## src/hw/link_startup_pkg.sv

```systemverilog
package link_startup_pkg;

  // ***************************************************************
  // timing
  // ***************************************************************
  localparam int SYS_CLK_MHZ      = 200;
  localparam int POWERUP_GUARD_MS = 2;
  localparam int GUARD_CYCLES     = POWERUP_GUARD_MS * SYS_CLK_MHZ * 1000;
  localparam int LOCK_ACQ_CYCLES  = 16;

  // ***************************************************************
  // control-channel write selects
  // ***************************************************************
  localparam logic [1:0] SEL_RATE   = 2'h0;
  localparam logic [1:0] SEL_WIDTH  = 2'h1;
  localparam logic [1:0] SEL_DETECT = 2'h2;
  localparam logic [1:0] SEL_MISC   = 2'h3;

  // ***************************************************************
  // values after reset
  // ***************************************************************
  localparam logic       RATE_DEFAULT   = 1'b0;
  localparam logic       WIDTH_DEFAULT  = 1'b0;
  localparam logic       DETECT_DEFAULT = 1'b0;
  localparam logic [7:0] MISC_DEFAULT   = 8'h00;

  // ***************************************************************
  // link states
  // ***************************************************************
  typedef enum logic [2:0] {
    ST_GUARD    = 3'h0,
    ST_SEARCH   = 3'h1,
    ST_CFG_ACQ  = 3'h2,
    ST_CFG_LOCK = 3'h3,
    ST_VID_ACQ  = 3'h4,
    ST_VID_LOCK = 3'h5
  } link_state_t;

endpackage
```

## src/hw/cycle_timer_if.sv

```systemverilog
`timescale 1ns/1ps
interface cycle_timer_if #(parameter int CW = 19);
  logic          ce;
  logic          run;
  logic [CW-1:0] limit;
  logic          expired;

  modport ctrl  (output ce, output run, output limit, input expired);
  modport timer (input ce, input run, input limit, output expired);
endinterface

```

## src/hw/cycle_timer.sv

```systemverilog
`timescale 1ns/1ps
module cycle_timer #(
  parameter int CW = 19
) (
  // clock and reset
  input wire logic    sys_clk,
  input wire logic    reset,
  // control
  cycle_timer_if.timer tif
);

  logic [CW-1:0] cnt_q;
  logic [CW-1:0] cnt_d;
  wire           at_limit = (cnt_q == tif.limit);

  // ***************************************************************
  // count up to limit on ce cycles while run, cleared on any ce cycle with run low
  // ***************************************************************
  assign cnt_d       = !tif.run ? '0 : (at_limit ? cnt_q : cnt_q + CW'(1));
  assign tif.expired = tif.run && at_limit;

  always_ff @(posedge sys_clk or posedge reset) begin
    if (reset) begin
      cnt_q <= '0;
    end else if (tif.ce) begin
      cnt_q <= cnt_d;
    end
  end

endmodule

```

## src/hw/link_startup.sv

```systemverilog
`timescale 1ns/1ps
module link_startup #(
  parameter int GUARD_CYCLES = link_startup_pkg::GUARD_CYCLES,
  parameter int LOCK_CYCLES  = link_startup_pkg::LOCK_ACQ_CYCLES,
  parameter int DATA_WIDTH   = 24
) (
  // clock, reset, enable
  input  wire logic                  sys_clk,
  input  wire logic                  reset,
  input  wire logic                  clk_en,
  // serial link indications
  input  wire logic                  cfg_link_detect,
  input  wire logic                  video_link_detect,
  input  wire logic                  remote_bus_width,
  input  wire logic                  remote_error_detect,
  input  wire logic [DATA_WIDTH-1:0] video_data_in,
  // control-channel write port
  input  wire logic                  cc_wr_valid,
  input  wire logic [1:0]            cc_wr_sel,
  input  wire logic [7:0]            cc_wr_data,
  output logic                       cc_ready,
  output logic                       cc_ack,
  // configuration state
  output logic                       rate_range_select,
  output logic                       bus_width_select,
  output logic                       error_detect_select,
  output logic [7:0]                 misc_config,
  // link status and data
  output logic                       cfg_lock,
  output logic                       video_lock,
  output logic                       video_valid,
  output logic [DATA_WIDTH-1:0]      video_data
);

  localparam int CW = $clog2(GUARD_CYCLES + 1);

  if (LOCK_CYCLES < 1 || GUARD_CYCLES < LOCK_CYCLES || DATA_WIDTH < 1) begin : g_bad_params
    $error("link_startup: unsupported parameter values");
  end

  // ***************************************************************
  // declarations
  // ***************************************************************
  link_startup_pkg::link_state_t state_q;
  link_startup_pkg::link_state_t state_d;
  logic                  rate_q;
  logic                  width_q;
  logic                  detect_q;
  logic [7:0]            misc_q;
  logic                  ack_q;
  logic                  vvalid_q;
  logic [DATA_WIDTH-1:0] vdata_q;

  cycle_timer_if #(.CW(CW)) tif ();

  cycle_timer #(.CW(CW)) u_timer (
    .sys_clk (sys_clk),
    .reset   (reset),
    .tif     (tif)
  );

  // ***************************************************************
  // decoding
  // ***************************************************************
  wire fmt_match  = (width_q == remote_bus_width) && (detect_q == remote_error_detect);
  wire in_guard   = (state_q == link_startup_pkg::ST_GUARD);
  wire in_cfg_acq = (state_q == link_startup_pkg::ST_CFG_ACQ);
  wire in_vid_acq = (state_q == link_startup_pkg::ST_VID_ACQ);
  wire wr_accept  = cc_wr_valid && cc_ready;
  wire wr_rate    = wr_accept && (cc_wr_sel == link_startup_pkg::SEL_RATE);
  wire wr_width   = wr_accept && (cc_wr_sel == link_startup_pkg::SEL_WIDTH);
  wire wr_detect  = wr_accept && (cc_wr_sel == link_startup_pkg::SEL_DETECT);
  wire wr_misc    = wr_accept && (cc_wr_sel == link_startup_pkg::SEL_MISC);

  assign tif.ce    = clk_en;
  assign tif.run   = in_guard || in_cfg_acq || in_vid_acq;
  assign tif.limit = in_guard ? CW'(GUARD_CYCLES) : CW'(LOCK_CYCLES);

  assign cfg_lock   = (state_q == link_startup_pkg::ST_CFG_LOCK);
  assign video_lock = (state_q == link_startup_pkg::ST_VID_LOCK);
  assign cc_ready   = !in_guard && (cfg_lock || video_lock);

  assign rate_range_select   = rate_q;
  assign bus_width_select    = width_q;
  assign error_detect_select = detect_q;
  assign misc_config         = misc_q;
  assign cc_ack              = ack_q;
  assign video_valid         = vvalid_q;
  assign video_data          = vdata_q;

  // ***************************************************************
  // link state machine
  // ***************************************************************
  always_comb begin
    state_d = state_q;
    case (state_q)
      link_startup_pkg::ST_GUARD: begin
        if (tif.expired) begin
          state_d = link_startup_pkg::ST_SEARCH;
        end
      end
      link_startup_pkg::ST_SEARCH: begin
        if (video_link_detect && fmt_match) begin
          state_d = link_startup_pkg::ST_VID_ACQ;
        end else if (cfg_link_detect && fmt_match && !video_link_detect) begin
          state_d = link_startup_pkg::ST_CFG_ACQ;
        end
      end
      link_startup_pkg::ST_CFG_ACQ: begin
        if (video_link_detect || !cfg_link_detect || !fmt_match) begin
          state_d = link_startup_pkg::ST_SEARCH;
        end else if (tif.expired) begin
          state_d = link_startup_pkg::ST_CFG_LOCK;
        end
      end
      link_startup_pkg::ST_CFG_LOCK: begin
        if (video_link_detect && fmt_match) begin
          state_d = link_startup_pkg::ST_VID_ACQ;
        end else if (video_link_detect || !cfg_link_detect || !fmt_match) begin
          state_d = link_startup_pkg::ST_SEARCH;
        end
      end
      link_startup_pkg::ST_VID_ACQ: begin
        if (!video_link_detect || !fmt_match) begin
          state_d = link_startup_pkg::ST_SEARCH;
        end else if (tif.expired) begin
          state_d = link_startup_pkg::ST_VID_LOCK;
        end
      end
      link_startup_pkg::ST_VID_LOCK: begin
        if (!video_link_detect || !fmt_match) begin
          state_d = link_startup_pkg::ST_SEARCH;
        end
      end
      default: begin
        state_d = link_startup_pkg::ST_SEARCH;
      end
    endcase
  end

  always_ff @(posedge sys_clk or posedge reset) begin
    if (reset) begin
      state_q <= link_startup_pkg::ST_GUARD;
    end else if (clk_en) begin
      state_q <= state_d;
    end
  end

  // ***************************************************************
  // configuration registers, applied at once on write
  // ***************************************************************
  always_ff @(posedge sys_clk or posedge reset) begin
    if (reset) begin
      rate_q <= link_startup_pkg::RATE_DEFAULT;
      width_q  <= link_startup_pkg::WIDTH_DEFAULT;
      detect_q <= link_startup_pkg::DETECT_DEFAULT;
      misc_q <= link_startup_pkg::MISC_DEFAULT;
      ack_q  <= 1'b0;
    end else if (clk_en) begin
      if (wr_rate) rate_q <= cc_wr_data[0];
      if (wr_width)  width_q  <= cc_wr_data[0];
      if (wr_detect) detect_q <= cc_wr_data[0];
      if (wr_misc) misc_q <= cc_wr_data;
      ack_q <= wr_accept;
    end
  end

  // ***************************************************************
  // deserialized output
  // ***************************************************************
  always_ff @(posedge sys_clk or posedge reset) begin
    if (reset) begin
      vvalid_q <= 1'b0;
      vdata_q  <= '0;
    end else if (clk_en) begin
      vvalid_q <= video_lock;
      if (video_lock) vdata_q <= video_data_in;
    end
  end

  // ***************************************************************
  // checks
  // ***************************************************************
  logic [CW-1:0] since_rst_q;

  always_ff @(posedge sys_clk or posedge reset) begin
    if (reset) begin
      since_rst_q <= '0;
    end else if (clk_en && since_rst_q != CW'(GUARD_CYCLES)) begin
      since_rst_q <= since_rst_q + CW'(1);
    end
  end

  ready_needs_lock_a: assert property (@(posedge sys_clk) disable iff (reset)
    (cc_wr_valid && !cfg_lock && !video_lock && clk_en) |=> !cc_ack && $stable(misc_config))
    else $error("control channel write served without a locked link");

  guard_hold_a: assert property (@(posedge sys_clk) disable iff (reset)
    cc_ready |-> (since_rst_q == CW'(GUARD_CYCLES)))
    else $error("control channel ready inside power-up guard");

  reset_defaults_a: assert property (@(posedge sys_clk) disable iff (reset)
    $fell(reset) |-> (rate_q == link_startup_pkg::RATE_DEFAULT && width_q == link_startup_pkg::WIDTH_DEFAULT
                      && detect_q == link_startup_pkg::DETECT_DEFAULT && misc_q == link_startup_pkg::MISC_DEFAULT))
    else $error("configuration not at defaults after reset");

  cfg_lock_gain_a: assert property (@(posedge sys_clk) disable iff (reset)
    (in_cfg_acq && tif.expired && cfg_link_detect && fmt_match && !video_link_detect && clk_en) |=> cfg_lock)
    else $error("configuration link lock not taken");

  fmt_apply_a: assert property (@(posedge sys_clk) disable iff (reset)
    (wr_width && clk_en) |=> (width_q == $past(cc_wr_data[0])) && cc_ack)
    else $error("bus width write not applied at once");

  cfg_relock_a: assert property (@(posedge sys_clk) disable iff (reset)
    (state_q == link_startup_pkg::ST_SEARCH && cfg_link_detect && fmt_match && !video_link_detect && clk_en)
    |=> in_cfg_acq)
    else $error("configuration relock not started");

  video_out_a: assert property (@(posedge sys_clk) disable iff (reset)
    (video_lock && clk_en) |=> video_valid && (video_data == $past(video_data_in)))
    else $error("video data not produced while locked");

  auto_lock_a: assert property (@(posedge sys_clk) disable iff (reset)
    (state_q == link_startup_pkg::ST_SEARCH && video_link_detect && fmt_match && clk_en) |=> in_vid_acq)
    else $error("serial link lock not started automatically");

  mismatch_drop_a: assert property (@(posedge sys_clk) disable iff (reset)
    (video_lock && !fmt_match && clk_en) |=> !video_lock)
    else $error("video lock kept with mismatched format");

  video_override_a: assert property (@(posedge sys_clk) disable iff (reset)
    (cfg_lock && video_link_detect && fmt_match && clk_en) |=> in_vid_acq)
    else $error("video link did not override configuration link");

endmodule

```

## config.mk

```make
export PLATFORM = sky130hd
export DESIGN_NAME = link_startup
export DESIGN_NICKNAME = d
export VERILOG_FILES = /design/src/hw/link_startup_pkg.sv /design/src/hw/cycle_timer_if.sv /design/src/hw/cycle_timer.sv /design/src/hw/link_startup.sv
export SDC_FILE = /design/constraint.sdc
export NUM_CORES = 1
export LEC_CHECK = 0
export ABC_CLOCK_PERIOD_IN_PS = 4800
export BUFFER_PORTS_ARGS = -buffer_cell sky130_fd_sc_hd__buf_2
export CAP_MARGIN = 5
export CORE_MARGIN = 4
export CORE_UTILIZATION = 38
export CTS_BUF_LIST = sky130_fd_sc_hd__clkbuf_16
export DETAILED_ROUTE_END_ITERATION = 7
export PLACE_DENSITY = 0.66
export SYNTH_ARGS = -nofsm -noshare
export SYNTH_HDL_FRONTEND = slang
export SYNTH_SLANG_ARGS = --single-unit
```

## constraint.sdc

```tcl
create_clock -name sys_clk -period 4.8 [get_ports sys_clk]
set_clock_uncertainty 0.1 [all_clocks]
set_input_delay 0 -clock sys_clk [delete_from_list [all_inputs] [get_ports sys_clk]]
set_output_delay 0 -clock sys_clk [all_outputs]
set_load 0.02 [all_outputs]
```

; After elaboration in Yosys (flattened, before gate mapping)
; Index checks and enable logic that the tools add are counted.
[totals]
ff_bits = 59
input_bits = 42
elab_cells = 72
out_inout_bits = 40
[classes]
n_addsub = 1
n_reduce_logical = 30
muxes = 14
eq_ne = 18
[ops]
columns = operator, count
row1 = $mux 19, 3
row2 = $mux 3, 10
row3 = $add 19x1->19 const B, 1
row4 = $eq 19x19->1, 1
row5 = $pmux 3 s6, 1
row6 = $reduce_and 2->1, 6
row7 = $logic_and 1x1->1, 11
row8 = $reduce_and 7->1, 1
row9 = $eq 3x2->1 const B, 2
row10 = $eq 3x3->1 const B, 2
row11 = $logic_or 1x1->1, 6
row12 = $ne 3x2->1 const B, 2
row13 = $eq 2x2->1 const B, 2
row14 = $logic_not 1->1, 4
row15 = $ne 2x2->1 const B, 2
row16 = $eq 3x1->1 const B, 1
row17 = $logic_not 3->1, 1
row18 = $ne 3x1->1 const B, 1
row19 = $ne 3x3->1 const B, 1
row20 = $eq 1x1->1, 2
row21 = $eq 2x1->1 const B, 1
row22 = $logic_not 2->1, 1
row23 = $ne 2x1->1 const B, 1

; Longest topological paths before layout
[logic_depth]
depth_word = 7
mapped_depth = 6
ltp_nobuf = 6

; Modules after synthesis
; Synthesis repeated with hierarchy kept, for this count alone.
[hier_totals]
hier_cells = 297
area_unflattened_um2 = 3221.8
[by_module_without_submodules]
columns = module, cells_per_inst, seq_area_each_um2, area_each_um2, n_inst
row1 = link_startup, 127, 1001.0, 1729.2, 1
row2 = cycle_timer, 170, 475.5, 1492.7, 1

; Worst setup path before layout
; OpenSTA, ideal clock, no wires.
[synth_timing]
path_type = register -> register
startpoint = register state_q[0]
endpoint = register vdata_q[10] (netlist: video_data[10])
period_less_slack_ns = 1.834
stages_incl_launch_ff = 7
required_ns = 4.575
setup_time_ns = 0.125
n_path_buf = 2
arrival_time_ns = 1.610
slack_ns = 2.966
cell_sequence = dfrtp_1 -> buf_6 -> nor2b_1 -> and2_2 -> nand2_1 -> buf_2 -> mux2_2
[synth_between]
elab_chain_len = 2
[synth_lines]
columns = item, line_no
row1 = start: declaration, link_startup.sv:44  ; link_startup_pkg::link_state_t state_q;
row2 = start signal: assignment, link_startup.sv:143  ; state_q <= link_startup_pkg::ST_GUARD;
row3 = start signal: assignment, link_startup.sv:145  ; state_q <= state_d;
row4 = $eq 3x3->1, link_startup.sv:80  ; assign video_lock = (state_q == link_startup_pkg::ST_VID_LOCK);
row5 = net video_lock, link_startup.sv:30  ; output logic video_lock,
row6 = $reduce_and 2->1 (no source line), n/a
row7 = end signal: assignment, link_startup.sv:177  ; if (video_lock) vdata_q <= video_data_in;
row8 = end: declaration, link_startup.sv:52  ; logic [DATA_WIDTH-1:0] vdata_q;
; The timed path passes the listed nets, and every way through them passes these cells.
; A chain may end at the register's enable or synchronous reset.

; Final worst setup path
[layout_timing]
startpoint = register state_q[1]
endpoint = register detect_q (netlist: error_detect_select)
[layout_between]
elab_chain_len = 6
word_cells_on_any_way = 9
classes_between = 2 x eq/ne / 7 x reduce/logical
[layout_lines]
columns = item, line_no
row1 = "$eq 3x2->1, or another cell as far along", link_startup.sv:79  ; assign cfg_lock = (state_q == link_startup_pkg::ST_CFG_LOCK);
row2 = $logic_or 1x1->1 / $logic_not 1->1 (equally long branches), link_startup.sv:81  ; assign cc_ready = !in_guard && (cfg_lock || video_lock);
row3 = $logic_and 1x1->1 *, link_startup.sv:81
row4 = $logic_and 1x1->1 *, link_startup.sv:69  ; wire wr_accept = cc_wr_valid && cc_ready;
row5 = $logic_and 1x1->1 *, link_startup.sv:72  ; wire wr_detect = wr_accept && (cc_wr_sel == link_startup_pkg::SEL_DETECT);
row6 = $reduce_and 2->1 (no source line) *, n/a
row7 = end signal: assignment, link_startup.sv:156  ; detect_q <= link_startup_pkg::DETECT_DEFAULT;
row8 = end signal: assignment, link_startup.sv:162  ; if (wr_detect) detect_q <= cc_wr_data[0];
row9 = end: declaration, link_startup.sv:48  ; logic detect_q;
; Every way passes the cells marked *; elsewhere a longest branch is shown, timed or not.

==> metrics.csv <==
stage,metric,value,unit
layout,area.growth.synth_to_final,40.7,%
worst_hold_path,hp-class,in -> reg,
synth,ys_types,52,
synth,synth_area_per_cell,11.8,um2
worst_setup_path,start_kind,register,
route,ant_nets,0,
grt,grt_max_degree,60,
layout,antenna_cells,0,
timing,setup_tns,0,ns
clock_tree,cts_buffer_depth,2,
floorplan,fp.dieW,93.7,um
run,maxCapViolCount,0,
worst_setup_path,worstSetupPathType,reg -> reg,
synth,ys_ff_latch,59,
layout,multi_input_area,1230,um2
timing,whs,0.0162,ns
layout,regArea,1480,um2
clock_tree,cts_root_buf,clkbuf_16,
route,drt_iter0_drc,98,
synth,async_reset_ff_share,100,%
layout,n_fill_cell,573,
floorplan,chipHeight,93.7,um
clock_tree,cts_buffers,9,
floorplan,start_util,40.1,%
route,routed_wl,6.76,mm
floorplan,io_pins,82,
layout,finalInstanceArea,3920,um2
timing,setup_viol,0,
synth,yosysSeqAreaShare,53.0,%
placement,dpl_cell_area,3270,um2
synth,synth_nets,281,
worst_setup_path,required,4.90,ns
floorplan,dieArea,8770,um2
route,via_per_inst,4.91,
synth,synthCells,237,
placement,numPortBuffers,81,
layout,drive_above_1_share,40.6,%
grt,grt_pass1_wl,11.5,mm
synth,synth.largest_area_cell,dfrtp_1,
clock_tree,cts_tree,done,
synth,yosysTopAreaCellShare,53.0,%
timing,slew_headroom,30.7,%
synth,ys_top_cells_by_count,"dfrtp_1 (59), mux2_2 (35), nand2_1 (17), nor2_1 (14), inv_1 (9)",
synth,yosysMostFrequentCell,dfrtp_1,
timing,layout_min_cycle_time,2.35,ns
timing,worst_slew_pin_slew,1.04,ns
timing,fmax,425,MHz
synth,syn_area,2790,um2
timing,grt_setup_unrepaired,false,
route,first_pass_iters,4,
power_and_ir_drop,p_leak,1.88,nW
worst_setup_path,crit_arrival,2.46,ns
synth,synth_edf_count,0,
timing,period_share,49.1,%
power_and_ir_drop,ir_worst_vdd,354,uV
placement,place_hpwl,4.33,mm
timing,finalHoldViolations,0,
clock_tree,clk_pin_slew,0.05,ns
clock_tree,clk_latency,0.32,ns
placement,place_congestion,0.792,
layout,final_nets,402,
grt,antenna_found_initial,0,
synth,yosys_most_used_dff,dfrtp_1,
route,vias,2251,
power_and_ir_drop,power_density,555,nW/um2
route,drc_errors,0,
grt,grtUsageTotal,16.7,%
clock_tree,cts_resized,0,
route,avgRoutedWirePerCell,14.8,um
clock_tree,numClockSinks,59,
floorplan,row_count,30,
run_status,status,"finished, final reports clean",
worst_setup_path,endpoint_kind,register,
clock_tree,htree_levels,3,
power_and_ir_drop,power,0.00217,W
grt,grt-ovfl-total,0,
floorplan,core,6940,um2
synth,synthTopCellsByArea,"dfrtp_1 (53%), mux2_2 (14%), nand2_1 (2.3%), xnor2_1 (2.2%), nor2_1 (1.9%)",
timing,drv_slew,0,
worst_setup_path,cp_max_fo,13,
synth,yosysWarningCount,0,
grt,grt_pass1_vias,2376,
[cells in the final DEF (no fill, tap or decap), drive strengths merged, types with 4 or more instances in the layout]
cell | netlist | layout
mux2 | 36 | 36
nor3 | 5 | 5
nand2 | 17 | 17
a21oi | 6 | 6
buf | 5 | 82
nor2 | 14 | 14
xor2 | 6 | 6
clkbuf | 3 | 9
dlygate4sd3 | 0 | 36
o21ai | 9 | 9
xnor2 | 7 | 7
inv | 9 | 10
nor3b | 4 | 4
nand3 | 8 | 8
and2 | 4 | 4
nand4 | 5 | 5
nor2b | 7 | 7
dfrtp | 59 | 59
[layout make-up]
| type | count | area share, % |
|---|---|---|
| clock buffers | 9 | 5.74 |
| clock inverters | 6 | 1.69 |
| inverters | 9 | 0.862 |
| multi-input cells | 161 | 31.3 |
| flip-flops and latches | 59 | 37.7 |
| well taps | 96 | 3.06 |
| repair buffers | 118 | 19.7 |
[logic make-up (layout without fill, tap and decap cells)]
group / Yosys count / count (layout) / synth area share (%)
buffers and inverters: 17 / 142 / 3.05
XOR/XNOR: 13 / 13 / 4.08
AND/OR/NAND/NOR: 78 / 78 / 16.4
adder cells (fa/ha/maj): 2 / 2 / 0.898
AO/OA/AOI/OAI: 32 / 32 / 7.90
flip-flops: 59 / 59 / 53.0
multiplexers: 36 / 36 / 14.7
[routing by layer]
layer	global-route usage, %	up-vias	wire (um)
met5	0	-	0
met4	5.42	0	24
met3	7.05	2	511
met2	25.8	71	3200
met1	21.2	1091	3030
li1	-	1087	-
[what timing repair did]
| item | in CTS | in global routing |
|---|---|---|
| setup buffers | 0 | 0 |
| endpoints found under the hold margin | 94 | 0 |
| hold buffers | 36 | 0 |
[path summary, 6_finish.rpt]
kind                                start             endpoint  slack [ns]  depth (start not counted)
min reg2reg                video_data[16]       video_data[16]        0.40                          1
max reg2reg                    state_q[1]  error_detect_select        2.45                          5
min                                clk_en     u_timer.cnt_q[4]        0.02                          3
max in group asynchronous           reset     u_timer.cnt_q[4]        3.77                          4
max                            state_q[1]  error_detect_select        2.45                          5
min in group asynchronous           reset       misc_config[7]        0.34                          4
[per-stage QoR]
step	std cells	setup slack (ns)	util [%]
floorplan	237	2.97	-
global placement	407	2.56	47.1
detailed placement	407	2.48	47.1
CTS	458	2.48	56.5
global route	458	2.28	56.5
finish	458	2.45	56.5
[registers in the layout, summed over array words and instances, names as in the netlist]
| signal | cells |
|---|---|
| state_q | 3 |
| rate_range_select | 1 |
| u_timer.cnt_q | 19 |
| video_data | 24 |
| misc_config | 8 |
| error_detect_select | 1 |
| cc_ack | 1 |
| bus_width_select | 1 |
| video_valid | 1 |
[worst max-delay path: stages, from the launching register on]
cell,delay (ns)
dfrtp_1,0.55
xor2_1,0.19
nand4_1,0.22
nor3b_1,0.25
mux2_2,0.36
dlygate4sd3_1,0.56
[report_power, final]
part           switching (W)  internal (W)
clock network       0.000228      0.000399
registers           0.000119      0.000663
logic               0.000431      0.000335
total               0.000778       0.00140
No activity file was read; power rests on OpenSTA's default activity.
